==> config.mk <==
export PLATFORM = sky130hd
export DESIGN_NAME = tdc_timer
export DESIGN_NICKNAME = d
export VERILOG_FILES = /design/src/tdc_pkg.sv /design/src/tdc_timer.sv
export SDC_FILE = /design/constraint.sdc
export NUM_CORES = 1
export LEC_CHECK = 0
export BUFFER_PORTS_ARGS = -buffer_cell sky130_fd_sc_hd__buf_2
export CORE_MARGIN = 2
export CORE_UTILIZATION = 60
export CTS_BUF_LIST = sky130_fd_sc_hd__clkbuf_8 sky130_fd_sc_hd__clkbuf_16
export DETAILED_ROUTE_END_ITERATION = 8
export PLACE_DENSITY = 0.89
export SLEW_MARGIN = 25
export SYNTH_ARGS = -nofsm -noshare
export SYNTH_HDL_FRONTEND = slang
export SYNTH_SLANG_ARGS = --single-unit
==> constraint.sdc <==
create_clock -name clk -period 15.35 [get_ports clk]
set_input_delay 3.07 -clock clk [delete_from_list [all_inputs] [get_ports clk]]
set_output_delay 3.07 -clock clk [all_outputs]
set_load 0.05 [all_outputs]
==> src/tdc_pkg.sv <==
// Package with register map, field positions and reset values of the counter block.
`default_nettype none
package tdc_pkg;
  localparam int NCTR = 3;
  localparam int CW   = 16;
  // Per-counter register block: base is counter index times the stride; OFF_CFG and OFF_STAT are global addresses.
  localparam logic [7:0] CTR_STRIDE = 8'h20;
  localparam logic [7:0] OFF_MODE   = 8'h00;
  localparam logic [7:0] OFF_CMD    = 8'h04;
  localparam logic [7:0] OFF_TC_LO  = 8'h08;
  localparam logic [7:0] OFF_TC_HI  = 8'h0c;
  localparam logic [7:0] OFF_CC_LO  = 8'h10;
  localparam logic [7:0] OFF_CC_HI  = 8'h14;
  localparam logic [7:0] OFF_CFG    = 8'h60;
  localparam logic [7:0] OFF_STAT   = 8'h64;
  // Mode register fields.
  localparam int MODE_EN    = 0;
  localparam int MODE_SGATE = 1;
  localparam int MODE_ECNT  = 2;
  localparam int MODE_ETRIG = 3;
  localparam int MODE_EGATE = 4;
  localparam int MODE_RETRG = 5;
  localparam int MODE_CONT  = 6;
  localparam int MODE_OM    = 7;
  localparam int MODE_IE    = 9;
  // Command bits on write, status bits on read.
  localparam int CMD_TRIG   = 0;
  localparam int CMD_FREEZE = 1;
  localparam int CMD_CLR_IP = 2;
  localparam int CMD_SET_US = 3;
  localparam int CMD_CLR_US = 4;
  // Global configuration fields.
  localparam int CFG_MIE    = 0;
  localparam int CFG_LTRIG  = 1;
  localparam int CFG_LGATE  = 2;
  localparam int CFG_LCNT   = 3;
  localparam logic [9:0]  MODE_RST = 10'h000;
  localparam logic [3:0]  CFG_RST  = 4'h0;
  localparam logic [15:0] TC_RST   = 16'h0000;
  localparam logic [15:0] CNT_ONE  = 16'h0001;
  typedef enum logic [1:0] {
    TDC_PULSE   = 2'b00,
    TDC_ONESHOT = 2'b01,
    TDC_SQUARE  = 2'b10,
    TDC_SQ_ALT  = 2'b11
  } tdc_outmode_t;
endpackage
`default_nettype wire

==> src/tdc_timer.sv <==
// Three 16-bit down-counting counter/timers behind an Avalon-MM slave.
//
// Our own choices: the register offsets and the Avalon-MM register port.
`default_nettype none
module tdc_timer (
  input  wire logic        clk,
  input  wire logic        reset,
  input  wire logic        ce,
  input  wire logic [7:0]  address,
  input  wire logic        read,
  input  wire logic        write,
  input  wire logic [3:0]  byteenable,
  input  wire logic [31:0] writedata,
  output logic      [31:0] readdata,
  output logic             waitrequest,
  input  wire logic [7:0]  port_b_in,
  input  wire logic [3:0]  port_c_in,
  input  wire logic        hs_trigger,
  input  wire logic        chain_enable_in,
  output logic      [7:0]  port_b_out,
  output logic      [7:0]  port_b_oe,
  output logic      [3:0]  port_c_out,
  output logic      [3:0]  port_c_oe,
  output logic             irq
);
  logic [9:0]  mode_r   [3];
  logic [15:0] tc_r     [3];
  logic [15:0] cnt_r    [3];
  logic [15:0] hold_r   [3];
  logic [3:0]  cfg_r;
  logic [2:0]  cip_r, out_r, ip_r, err_r, ovr_r, frz_r, ius_r;
  logic [2:0]  trig_prev_r, out_prev_r;
  logic [2:0]  cnt_s1_r, cnt_s2_r, cnt_s3_r;
  logic [2:0]  trg_s1_r, trg_s2_r, gat_s1_r, gat_s2_r;
  logic        div_r;
  logic [2:0]  en, sel_cmd, trig_src, trig_acc, tick, gate_ok, step, term, clr_ip;
  logic [2:0]  raw_cnt, raw_trg, raw_gat;
  logic [31:0] rd_nxt;
  logic        wr_go, rd_go;

  function automatic logic hit(input logic [7:0] a, input int n, input logic [7:0] off);
    logic [7:0] base;
    base = 8'(n) * tdc_pkg::CTR_STRIDE;
    return a == base + off;
  endfunction

  function automatic tdc_pkg::tdc_outmode_t om(input logic [9:0] m);
    return tdc_pkg::tdc_outmode_t'(m[tdc_pkg::MODE_OM +: 2]);
  endfunction

  // A request is taken at the edge where waitrequest is seen low.
  assign wr_go = write && !waitrequest;
  assign rd_go = read && !waitrequest;

  assign raw_cnt = {port_c_in[1], port_b_in[1], port_b_in[5]};
  assign raw_trg = {port_c_in[2], port_b_in[2], port_b_in[6]};
  assign raw_gat = {port_c_in[3], port_b_in[3], port_b_in[7]};

  always_comb begin
    for (int i = 0; i < 3; i++) begin
      en[i] = mode_r[i][tdc_pkg::MODE_EN];
      sel_cmd[i] = wr_go && byteenable[0] && hit(address, i, tdc_pkg::OFF_CMD);
      clr_ip[i] = sel_cmd[i] && writedata[tdc_pkg::CMD_CLR_IP];
      trig_src[i] = (sel_cmd[i] && writedata[tdc_pkg::CMD_TRIG])
        || (mode_r[i][tdc_pkg::MODE_ETRIG] && trg_s2_r[i]);
      gate_ok[i] = mode_r[i][tdc_pkg::MODE_SGATE]
        && (!mode_r[i][tdc_pkg::MODE_EGATE] || gat_s2_r[i]);
      if (mode_r[i][tdc_pkg::MODE_ECNT]) begin
        tick[i] = cnt_s2_r[i] && !cnt_s3_r[i];
      end else begin
        tick[i] = div_r;
      end
    end
    trig_src[1] = trig_src[1] || (cfg_r[tdc_pkg::CFG_LTRIG] && !out_r[0]);
    trig_src[2] = trig_src[2] || hs_trigger;
    gate_ok[1] = gate_ok[1] && !(cfg_r[tdc_pkg::CFG_LGATE] && out_r[0]);
    // Linked counting applies only while counter 2 has external counting off.
    if (cfg_r[tdc_pkg::CFG_LCNT] && !mode_r[1][tdc_pkg::MODE_ECNT]) begin
      tick[1] = out_prev_r[0] && !out_r[0];
    end
    for (int i = 0; i < 3; i++) begin
      trig_acc[i] = trig_src[i] && !trig_prev_r[i] && en[i]
        && (!cip_r[i] || mode_r[i][tdc_pkg::MODE_RETRG]);
      step[i] = cip_r[i] && gate_ok[i] && tick[i] && !trig_acc[i];
      term[i] = step[i] && cnt_r[i] == tdc_pkg::CNT_ONE;
    end
  end

  always_comb begin
    rd_nxt = 32'h0000_0000;
    for (int i = 0; i < 3; i++) begin
      if (hit(address, i, tdc_pkg::OFF_MODE)) rd_nxt = {22'h0, mode_r[i]};
      if (hit(address, i, tdc_pkg::OFF_CMD)) begin
        rd_nxt = {27'h0, ius_r[i], err_r[i], ip_r[i], frz_r[i], cip_r[i]};
      end
      if (hit(address, i, tdc_pkg::OFF_TC_LO)) rd_nxt = {24'h0, tc_r[i][7:0]};
      if (hit(address, i, tdc_pkg::OFF_TC_HI)) rd_nxt = {24'h0, tc_r[i][15:8]};
      if (hit(address, i, tdc_pkg::OFF_CC_LO)) begin
        rd_nxt = {24'h0, frz_r[i] ? hold_r[i][7:0] : cnt_r[i][7:0]};
      end
      if (hit(address, i, tdc_pkg::OFF_CC_HI)) begin
        rd_nxt = {24'h0, frz_r[i] ? hold_r[i][15:8] : cnt_r[i][15:8]};
      end
    end
    if (address == tdc_pkg::OFF_CFG) rd_nxt = {28'h0, cfg_r};
    if (address == tdc_pkg::OFF_STAT) rd_nxt = {29'h0, ip_r};
  end

  // Bus handshake: one wait cycle, then the answer stands at the taking edge.
  always_ff @(posedge clk or posedge reset) begin
    if (reset) begin
      waitrequest <= 1'b1;
      readdata    <= 32'h0000_0000;
    end else if (ce) begin
      waitrequest <= !((read || write) && waitrequest);
      if (read && waitrequest) readdata <= rd_nxt;
    end
  end

  // Software configuration: mode, time constant halves, master interrupt enable and link controls.
  always_ff @(posedge clk or posedge reset) begin
    if (reset) begin
      cfg_r <= tdc_pkg::CFG_RST;
      for (int i = 0; i < 3; i++) begin
        mode_r[i] <= tdc_pkg::MODE_RST;
        tc_r[i]   <= tdc_pkg::TC_RST;
      end
    end else if (ce && wr_go) begin
      for (int i = 0; i < 3; i++) begin
        if (hit(address, i, tdc_pkg::OFF_MODE)) begin
          if (byteenable[0]) mode_r[i][7:0] <= writedata[7:0];
          if (byteenable[1]) mode_r[i][9:8] <= writedata[9:8];
        end
        if (byteenable[0] && hit(address, i, tdc_pkg::OFF_TC_LO)) begin
          tc_r[i][7:0] <= writedata[7:0];
        end
        if (byteenable[0] && hit(address, i, tdc_pkg::OFF_TC_HI)) begin
          tc_r[i][15:8] <= writedata[7:0];
        end
      end
      if (byteenable[0] && address == tdc_pkg::OFF_CFG) cfg_r <= writedata[3:0];
    end
  end

  // Two-stage synchronisers; the third count stage only serves the edge detector.
  always_ff @(posedge clk or posedge reset) begin
    if (reset) begin
      cnt_s1_r <= 3'h0;
      cnt_s2_r <= 3'h0;
      cnt_s3_r <= 3'h0;
      trg_s1_r <= 3'h0;
      trg_s2_r <= 3'h0;
      gat_s1_r <= 3'h0;
      gat_s2_r <= 3'h0;
    end else if (ce) begin
      cnt_s1_r <= raw_cnt;
      cnt_s2_r <= cnt_s1_r;
      cnt_s3_r <= cnt_s2_r;
      trg_s1_r <= raw_trg;
      trg_s2_r <= trg_s1_r;
      gat_s1_r <= raw_gat;
      gat_s2_r <= gat_s1_r;
    end
  end

  // Down-counters, progress flag and output waveform.
  always_ff @(posedge clk or posedge reset) begin
    if (reset) begin
      div_r       <= 1'b0;
      cip_r       <= 3'h0;
      out_r       <= 3'h0;
      trig_prev_r <= 3'h0;
      out_prev_r  <= 3'h0;
      for (int i = 0; i < 3; i++) cnt_r[i] <= tdc_pkg::TC_RST;
    end else if (ce) begin
      div_r       <= !div_r;
      trig_prev_r <= trig_src;
      out_prev_r  <= out_r;
      for (int i = 0; i < 3; i++) begin
        if (trig_acc[i]) begin
          cnt_r[i] <= tc_r[i];
          cip_r[i] <= 1'b1;
          out_r[i] <= om(mode_r[i]) == tdc_pkg::TDC_ONESHOT;
        end else if (term[i]) begin
          if (mode_r[i][tdc_pkg::MODE_OM + 1] && !out_r[i]) begin
            out_r[i] <= 1'b1;
            cnt_r[i] <= tc_r[i];
          end else begin
            out_r[i] <= om(mode_r[i]) == tdc_pkg::TDC_PULSE;
            if (mode_r[i][tdc_pkg::MODE_CONT]) begin
              cnt_r[i] <= tc_r[i];
            end else begin
              cnt_r[i] <= cnt_r[i] - tdc_pkg::CNT_ONE;
              cip_r[i] <= 1'b0;
            end
          end
        end else if (step[i]) begin
          // A zero load wraps through all 65,536 states before the terminal step.
          cnt_r[i] <= cnt_r[i] - tdc_pkg::CNT_ONE;
          if (om(mode_r[i]) == tdc_pkg::TDC_PULSE) out_r[i] <= 1'b0;
        end else if (tick[i] && om(mode_r[i]) == tdc_pkg::TDC_PULSE) begin
          out_r[i] <= 1'b0;
        end
        if (!en[i]) out_r[i] <= 1'b0;
      end
    end
  end

  // Pending, hidden overrun, error and under-service flags.
  always_ff @(posedge clk or posedge reset) begin
    if (reset) begin
      ip_r  <= 3'h0;
      err_r <= 3'h0;
      ovr_r <= 3'h0;
      ius_r <= 3'h0;
    end else if (ce) begin
      for (int i = 0; i < 3; i++) begin
        if (term[i] && en[i]) begin
          // A new event beats a clear in the same cycle.
          ip_r[i] <= 1'b1;
          if (clr_ip[i]) begin
            err_r[i] <= ovr_r[i];
            ovr_r[i] <= 1'b0;
          end else if (ip_r[i]) begin
            ovr_r[i] <= 1'b1;
          end
        end else if (clr_ip[i]) begin
          ip_r[i]  <= ovr_r[i];
          err_r[i] <= ovr_r[i];
          ovr_r[i] <= 1'b0;
        end
        if (sel_cmd[i] && writedata[tdc_pkg::CMD_SET_US]) ius_r[i] <= 1'b1;
        if (sel_cmd[i] && writedata[tdc_pkg::CMD_CLR_US]) ius_r[i] <= 1'b0;
      end
    end
  end

  // Readback freeze: a disabled counter never holds a frozen value.
  always_ff @(posedge clk or posedge reset) begin
    if (reset) begin
      frz_r <= 3'h0;
      for (int i = 0; i < 3; i++) hold_r[i] <= tdc_pkg::TC_RST;
    end else if (ce) begin
      for (int i = 0; i < 3; i++) begin
        if (!en[i]) begin
          frz_r[i] <= 1'b0;
        end else if (sel_cmd[i] && writedata[tdc_pkg::CMD_FREEZE]) begin
          frz_r[i]  <= 1'b1;
          hold_r[i] <= cnt_r[i];
        end else if (rd_go && hit(address, i, tdc_pkg::OFF_CC_LO)) begin
          frz_r[i] <= 1'b0;
        end
      end
    end
  end

  // Pins and interrupt request are registered, one cycle behind internal state.
  always_ff @(posedge clk or posedge reset) begin
    if (reset) begin
      port_b_out <= 8'h00;
      port_b_oe  <= 8'h00;
      port_c_out <= 4'h0;
      port_c_oe  <= 4'h0;
      irq        <= 1'b0;
    end else if (ce) begin
      port_b_out <= {3'h0, out_r[0], 3'h0, out_r[1]};
      port_b_oe  <= {3'h0, en[0], 3'h0, en[1]};
      port_c_out <= {3'h0, out_r[2]};
      port_c_oe  <= {3'h0, en[2]};
      irq <= cfg_r[tdc_pkg::CFG_MIE] && chain_enable_in
        && |(ip_r & en & ~ius_r & {mode_r[2][tdc_pkg::MODE_IE],
        mode_r[1][tdc_pkg::MODE_IE], mode_r[0][tdc_pkg::MODE_IE]});
    end
  end

  for (genvar g = 0; g < 3; g++) begin : g_chk
    trig_load_a: assert property (@(posedge clk) disable iff (reset)
      ce && trig_acc[g] |=> cip_r[g] && cnt_r[g] == $past(tc_r[g]))
      else $error("trigger did not load time constant");
    dis_out_a: assert property (@(posedge clk) disable iff (reset)
      ce && !en[g] |=> !out_r[g] && !frz_r[g])
      else $error("disabled counter output or freeze not clear");
    term_ip_a: assert property (@(posedge clk) disable iff (reset)
      ce && term[g] && en[g] |=> ip_r[g])
      else $error("terminal count did not set pending");
    ovr_err_a: assert property (@(posedge clk) disable iff (reset)
      ce && clr_ip[g] && ovr_r[g] && !term[g] |=> ip_r[g] && err_r[g] && !ovr_r[g])
      else $error("overrun not reported on clear");
    single_stop_a: assert property (@(posedge clk) disable iff (reset)
      ce && term[g] && !mode_r[g][tdc_pkg::MODE_CONT] && !mode_r[g][tdc_pkg::MODE_OM + 1]
      |=> !cip_r[g] && cnt_r[g] == 16'h0000)
      else $error("single cycle did not stop at zero");
    pulse_one_a: assert property (@(posedge clk) disable iff (reset)
      ce && out_r[g] && tick[g] && !term[g] && om(mode_r[g]) == tdc_pkg::TDC_PULSE
      |=> !out_r[g])
      else $error("pulse held past one counting cycle");
    no_retrig_a: assert property (@(posedge clk) disable iff (reset)
      ce && cip_r[g] && !mode_r[g][tdc_pkg::MODE_RETRG] |-> !trig_acc[g])
      else $error("trigger accepted during countdown");
  end

  chain_irq_a: assert property (@(posedge clk) disable iff (reset)
    ce && (!chain_enable_in || !cfg_r[tdc_pkg::CFG_MIE]) |=> !irq)
    else $error("interrupt raised while chain or master disabled");
endmodule
`default_nettype wire

==> metrics, run 1 <==
fin nets=1447; H-tree lvl count=1; die area=24200 µm²; area leader, netlist=dfrtp_1; Post-CTS Resized=0; most frequent cells in the layout=dfrtp_1, mux2_2, nand2_1; Slew Limit Fails=0; TritonCTS clock tree=done; Req. time, crit path=15.78 ns; Worst Setup SP=address[2]; post-CTS setup buffers=0; Synth Area in XOR/XNOR=0.0635%; Yosys top cell area share=43.7%; CTS buffer count=26; proportion of power drawn by flip-flops and latches=45.7%; # DRC=0; fraction of the mapped netlist area in simple logic gates=13.8%; Comb pwr share=10.0%; relative slew slack=22.8%; vias=11800; number of global-route vias before repair=11200; Core Box Area=22600 µm²; crit path DAT=6.32 ns; leakage power=6.76 nW; Std-Cell Rows=55; Hold Path Class=reg -> reg; unrepaired setup endpoints after global routing=false; Post-Syn Area=13800 µm²; hold endpoint=hold_r[38]$_DFFE_PP0P_; ranking of synthesized cells by area=dfrtp_1, mux2_2, mux2i_1; Synth Register Bits=242; Post-synth EDFFs=0; Synth Flop Type=dfrtp_1; worst setup margin=9.46 ns; Syn. warnings=0; Clock Sink Count=242; Post-Route WL=41800 µm; Initial DRC Count=1658; mux cell area share after synthesis=17.5%; pin count of the biggest net entering global routing=116; final clock skew=0.0126 ns; Die Height=156 µm; Switching Share=26.7%; first-pass GRT wire length=64500 µm; Final min period=5.89 ns; number of distinct library cells after synthesis=92; VDD IR max=0.000104 V; setup tns final=0 ns; Reg2Reg Depth=6; RR Startpoint=cnt_r[4]$_DFFE_PP0P_; cell count after placement=1635; IO Count=121; main combinational cell family by area after synthesis=compound AO/OA/AOI/OAI gates; Setup crit start kind=input port; clk buf depth=3; CTS root buf=clkbuf_16; final period utilization=38.4%; HPWL after detailed placement=29300 µm; hold depth=2; Fmax=170 MHz; Clock Latency Late Sink=0.55 ns; compound-gate portion of the synthesized area=17.7%; area delta synth->final=8.14%; synthesized area per cell=10.1 µm²; IO Port Bufs=53; CTS clk-pin slew, worst paths=0.06 ns; Layout Cells excl Fill=1685; Mapped Cells=1366; Sw Pwr=0.000399 W; Initial Utilization=61.0%; Setup CP Type=in -> reg; die width=156 µm; pwr/cell area=100 nW/µm²; Vias/cell=7.03; DP Worst Slack=8.97 ns; initial antenna violation count=2; Clock power frac=44.2%; Async SR Flop Fraction=100%; Hold Vio Cnt, Final=0; total global-route track usage=34.4%; CTS hold repair buffers=0; internal power=0.00109 W; grt ovf=0; Worst Min Path Start=hold_r[38]$_DFFE_PP0P_; CP Capture Type=flop; Tot Pwr=0.00149 W; Avg WL per Cell=24.8 µm; status=finished, final reports clean; reg-to-reg endpoint=cnt_r[13]$_DFFE_PP0P_; antenna viol nets, final=0; most common library cell in the layout ignoring fill and taps=dfrtp_1; Synth Area in Adders=0.544%; Seq/Total Area, Yosys=43.9%; worst-path fanout max=41; Worst R2R Setup Slack=12.21 ns; layout cells sized above 1=20.9%; RD Place Congestion=1.03; # setup viols final=0; Max-cap violations=0; Worst-Margin Slew=1.15 ns; DRT Pass-1 Iters=6
[synth_stat cells (6+ instances only)]
cell       number
inv_1          41
o2111ai_1       6
nand2b_1       10
ha_1            6
nand3_1        36
o211ai_1       14
clkbuf_1       45
nand4b_1        7
a21oi_2         6
buf_1          14
a2bb2oi_1      15
nand2_1       113
nor4_1         11
mux2_2        138
a22oi_1        24
o21ai_1         7
a2111oi_0       7
and2_1          8
buf_2          12
o2bb2ai_1       8
o21a_1          6
o31a_1          6
o21ai_0        88
buf_4          43
nor3_1         24
dfrtp_1       241
nand4_1        12
nor4b_1         6
or3_1           6
mux2i_1        80
o22ai_1        29
a21oi_1        81
and3_1          7
nor2b_1         7
nor2_1         69
[metrics by stage]
stage          hold slack, ns  utilization [%]  cell area (µm²)
5_1_grt                 0.506             65.9            14900
2_1_floorplan           0.444                -            13900
6_report                0.481             65.9            14900
3_5_place_dp            0.470             61.9            14000
4_1_cts                 0.483             65.8            14900
3_3_place_gp            0.459             61.8            14000
[cell families (layout without fill, tap and decap cells)]
family	after synthesis	count (layout)
AO/OA/AOI/OAI	367	367
flip-flops	242	242
adder cells (fa/ha/maj)	6	6
AND/OR/NAND/NOR	362	362
XOR/XNOR	1	1
buffers and inverters	166	158
multiplexers	221	221
other	1	43
[power groups by stage]
stage                     Combinational [W]  Sequential, W  Clock [W]
after global routing               0.000160       0.000684   0.000686
after CTS                          0.000147       0.000682   0.000662
final                              0.000150       0.000683   0.000660
after floorplan                    0.000108       0.000692          0
after global placement             0.000142       0.000691          0
after detailed placement           0.000146       0.000693          0
[layout make-up]
cell class / instances / area [µm²]
fillers: 1696 / 7710
multi-input cells: 997 / 7040
flip-flops and latches: 242 / 6060
clock buffers: 30 / 706
repair buffers: 69 / 405
well taps: 285 / 357
clock inverters: 17 / 190
inverters: 42 / 165
diodes: 3 / 7.51
[how the worst max path moves through the flow]
stage	endpoint	slack, ns	cells past startpoint
final	cnt_r[26]$_DFFE_PP0P_	9.46	8
after global routing	cnt_r[26]$_DFFE_PP0P_	9.34	8
after CTS	cnt_r[26]$_DFFE_PP0P_	9.52	8
after detailed placement	cnt_r[26]$_DFFE_PP0P_	8.97	8
after global placement	cnt_r[26]$_DFFE_PP0P_	9.02	8
after floorplan	cfg_r[0]$_DFFE_PP0P_	5.64	1
[layer usage]
layer | GRT usage, % | up-vias | wire [µm]
li1 | - | 5035 | -
met1 | 45.9 | 5744 | 16000
met2 | 52.6 | 843 | 18500
met3 | 7.47 | 218 | 4710
met4 | 18.6 | 0 | 2640
met5 | 0 | - | 0
[critical path, stage by stage]
cell and delay (ns):
buf_2 0.08, buf_4 0.50, or4b_4 0.68, or3_4 0.44
a21bo_4 0.27, a21oi_2 0.74, o21ai_1 0.15, a221o_1 0.38
[registers in the layout, indices dropped and copies added, names as in the netlist, 2 cells and up]
name         flops
cnt_r           48
hold_r          48
tc_r            48
mode_r          27
readdata        10
cfg_r            4
cip_r            3
cnt_s1_r         3
cnt_s2_r         3
cnt_s3_r         3
en               3
err_r            3
frz_r            3
gat_s1_r         3
gat_s2_r         3
ip_r             3
ius_r            3
out_r            3
ovr_r            3
trg_s1_r         3
trg_s2_r         3
trig_prev_r      3
port_b_oe        2
(Power assumes the default switching activity.)
==> run 2: changes to the inputs <==
ABC_AREA = 1   (was not set)
clock period = 5.9 ns   (was 15.35 ns; I/O delays follow)
==> run 2 against run 1 <==
  * Utilization grew 0.15 points
  * Via count rose by 3.3%
  * Highest routed layer unchanged
  * Clock power rose to 2.7 times the previous value
  * Largest cell class is now sequential cells
  * Global-route usage decreased by 2.7 points
  * Die area is 4.7% lower
==> metrics, run 2 <==
status=finished, final reports clean (unchanged); Max-cap violations=0 (unchanged); fraction of the mapped netlist area in simple logic gates=23.3% (was 13.8%); worst-path fanout max=21 (was 41); total global-route track usage=31.7% (was 34.4%); ranking of synthesized cells by area=dfrtp_1, nand2_1, o21ai_0 (was dfrtp_1, mux2_2, mux2i_1); Fillers=1698 (was 1696); Worst Min Path Start=div_r$_DFFE_PP0P_ (was hold_r[38]$_DFFE_PP0P_); Synth Flop Type=dfrtp_1 (unchanged); setup tns final=0 ns (unchanged); reg-to-reg endpoint=cnt_r[36]$_DFFE_PP0P_ (was cnt_r[13]$_DFFE_PP0P_); Setup CP Type=in -> reg (unchanged); # setup viols final=0 (unchanged); top cells by count, synth=nand2_1, o21ai_0, dfrtp_1 (was dfrtp_1, mux2_2, nand2_1); hold depth=1 (was 2); die width=152 µm (was 156 µm); Worst Setup SP=byteenable[0] (was address[2]); CTS hold repair buffers=0 (unchanged); H-tree lvl count=1 (unchanged); stages on the worst setup path=10 (was 8); Synth Area in XOR/XNOR=1.07% (was 0.0635%); Area after DPL=13400 µm² (was 14000 µm²); main combinational cell family by area after synthesis=simple AND/OR/NAND/NOR gates (was compound AO/OA/AOI/OAI gates); Fmax=301 MHz; RD Place Congestion=0.981 (was 1.03); Syn. warnings=0 (unchanged); Async SR Flop Fraction=100% (unchanged); area leader, netlist=dfrtp_1 (unchanged); post-CTS setup buffers=0 (unchanged); VDD IR max=0.000252 V (was 0.000104 V); mux cell area share after synthesis=0.305% (was 17.5%); most frequent cells in the layout=nand2_1, o21ai_0, dfrtp_1 (was dfrtp_1, mux2_2, nand2_1); IO Port Bufs=53 (unchanged); most frequent cell after synthesis=nand2_1 (was dfrtp_1); Worst path slowest cell=nor3_2 (was a21oi_2); Worst R2R Setup Slack=2.74 ns (was 12.21 ns); cell family with most CP delay=simple AND/OR/NAND/NOR gates (was compound AO/OA/AOI/OAI gates); max incr delay on CP=0.45 ns (was 0.74 ns); area delta synth->final=8.79% (was 8.14%); crit path DAT=3.70 ns (was 6.32 ns); IO Count=121 (unchanged); Synth Area in Adders=0.572% (was 0.544%); Post-synth EDFFs=0 (unchanged); CP endpoint=cnt_r[36]$_DFFE_PP0P_ (was cnt_r[26]$_DFFE_PP0P_); clk buf depth=3 (unchanged); cell mode on critical path=nand2_1; fin nets=1807 (was 1447); Hold Vio Cnt, Final=0 (unchanged); layout cells sized above 1=8.94% (was 20.9%); # DRC=0 (unchanged); CTS clk-pin slew, worst paths=0.06 ns (about the same); antenna viol nets, final=0 (unchanged); die area=23100 µm² (was 24200 µm²); CTS buffer count=26 (unchanged); DRT Pass-1 Iters=7 (was 6); Yosys top cell area share=45.9% (was 43.7%); final clock skew=0.0273 ns (was 0.0126 ns); most common library cell in the layout ignoring fill and taps=nand2_1 (was dfrtp_1); Post-Route WL=37200 µm (was 41800 µm); post-route cell area=14300 µm² (was 14900 µm²); Clock Latency Late Sink=0.55 ns (about the same); Avg WL per Cell=18.3 µm (was 24.8 µm); Req. time, crit path=6.29 ns (was 15.78 ns); Final min period=3.32 ns; Core Box Area=21600 µm² (was 22600 µm²); pin count of the biggest net entering global routing=171 (was 116); first-pass GRT wire length=59700 µm (was 64500 µm); Clock Sink Count=242 (unchanged); Initial DRC Count=1780 (was 1658); Initial Utilization=60.7% (was 61.0%); TritonCTS clock tree=done (unchanged); Setup crit start kind=input port (unchanged); HPWL after detailed placement=25400 µm (was 29300 µm); hold slack final=0.465 ns (was 0.481 ns); pwr/cell area=269 nW/µm² (was 100 nW/µm²); Vias/cell=6.00 (was 7.03); CP Capture Type=flop (unchanged); RR Startpoint=cnt_r[40]$_DFFE_PP0P_ (was cnt_r[4]$_DFFE_PP0P_); grt ovf=0 (unchanged); Seq/Total Area, Yosys=46.1% (was 43.9%); Largest regs=cnt_r (48), hold_r (48), tc_r (48) (unchanged); Die Height=152 µm (was 156 µm); Mapped Cells=1715 (was 1366); crit-path cells=buf_2, inv_1, nor3_2, nand2_1, o21ai_2, nand2_1, nand2_1, inv_1, o221ai_1, o21ai_0 (was buf_2, buf_4, or4b_4, or3_4, a21bo_4, a21oi_2, o21ai_1, a221o_1); Std-Cell Rows=54 (was 55); final period utilization=56.2%; number of global-route vias before repair=11500 (was 11200); compound-gate portion of the synthesized area=18.4% (was 17.7%); CTS root buf=clkbuf_16 (unchanged); unrepaired setup endpoints after global routing=false (unchanged); CP bufs+invs=3 (was 2); Slew Limit Fails=0 (unchanged); initial antenna violation count=1 (was 2); Reg2Reg Depth=11 (was 6); relative slew slack=32.1% (was 22.8%); vias=12200 (was 11800); synthesized area per cell=7.66 µm² (was 10.1 µm²); Final Util=66.1% (was 65.9%); Hold Path Class=reg -> reg (unchanged); Post-Syn Area=13100 µm² (was 13800 µm²); number of distinct library cells after synthesis=69 (was 92); Worst-Margin Slew=1.02 ns (was 1.15 ns); Synth Register Bits=242 (unchanged); Post-CTS Resized=0 (unchanged); leakage power=6.79 nW (was 6.76 nW)
[run 2: worst min-delay path by stage]
| stage | to | slack [ns] |
|---|---|---|
| detailed placement | div_r$_DFFE_PP0P_ | 0.46 |
| floorplan | div_r$_DFFE_PP0P_ | 0.44 |
| global placement | div_r$_DFFE_PP0P_ | 0.45 |
| finish | div_r$_DFFE_PP0P_ | 0.46 |
| global route | div_r$_DFFE_PP0P_ | 0.48 |
| CTS | div_r$_DFFE_PP0P_ | 0.47 |
[run 2: power breakdown]
| group | total (W) | switching, W | leakage, nW | internal [W] |
|---|---|---|---|---|
| clock | 0.00177 | 0.000694 | 0.469 | 0.00107 |
| sequential | 0.00174 | 0.0000358 | 3.15 | 0.00171 |
| combinational | 0.000336 | 0.000264 | 3.18 | 0.0000720 |
[run 2: cell families (layout without fill, tap and decap cells)]
group                    Yosys count  after routing
flip-flops                       242            242
other                              1             42
XOR/XNOR                          16             16
multiplexers                       4              4
buffers and inverters            297            299
AO/OA/AOI/OAI                    430            430
adder cells (fa/ha/maj)            6              6
AND/OR/NAND/NOR                  719            719
[run 2: cell type report]
| cell class | count | area (µm²) | share of cell area, % |
|---|---|---|---|
| flip-flops and latches | 242 | 6060 | 42.4 |
| multi-input cells | 1215 | 5900 | 41.3 |
| clock inverters | 16 | 221 | 1.55 |
| well taps | 280 | 350 | 2.45 |
| inverters | 196 | 742 | 5.19 |
| diodes | 2 | 5.00 | 0.0350 |
| clock buffers | 30 | 706 | 4.94 |
| repair buffers | 57 | 308 | 2.15 |
[run 2: routing by layer]
metal / wire, µm / global-route usage, % / share of wire (%) / up-vias
met5: 0 / 0 / 0 / -
met4: 1820 / 13.4 / 4.9 / 0
met3: 4040 / 4.96 / 11 / 159
met2: 16900 / 50.3 / 45 / 786
met1: 14500 / 43.8 / 39 / 5682
li1: - / - / - / 5602
[run 2: through the flow]
| stage | cells | total power (W) | setup slack [ns] |
|---|---|---|---|
| 3_5_place_dp | 1990 | 0.00210 | 2.17 |
| 2_1_floorplan | 1754 | 0.00202 | 1.55 |
| 3_3_place_gp | 1990 | 0.00209 | 2.25 |
| 6_report | 2038 | 0.00385 | 2.58 |
| 5_1_grt | 2037 | 0.00395 | 2.42 |
| 4_1_cts | 2036 | 0.00384 | 2.69 |
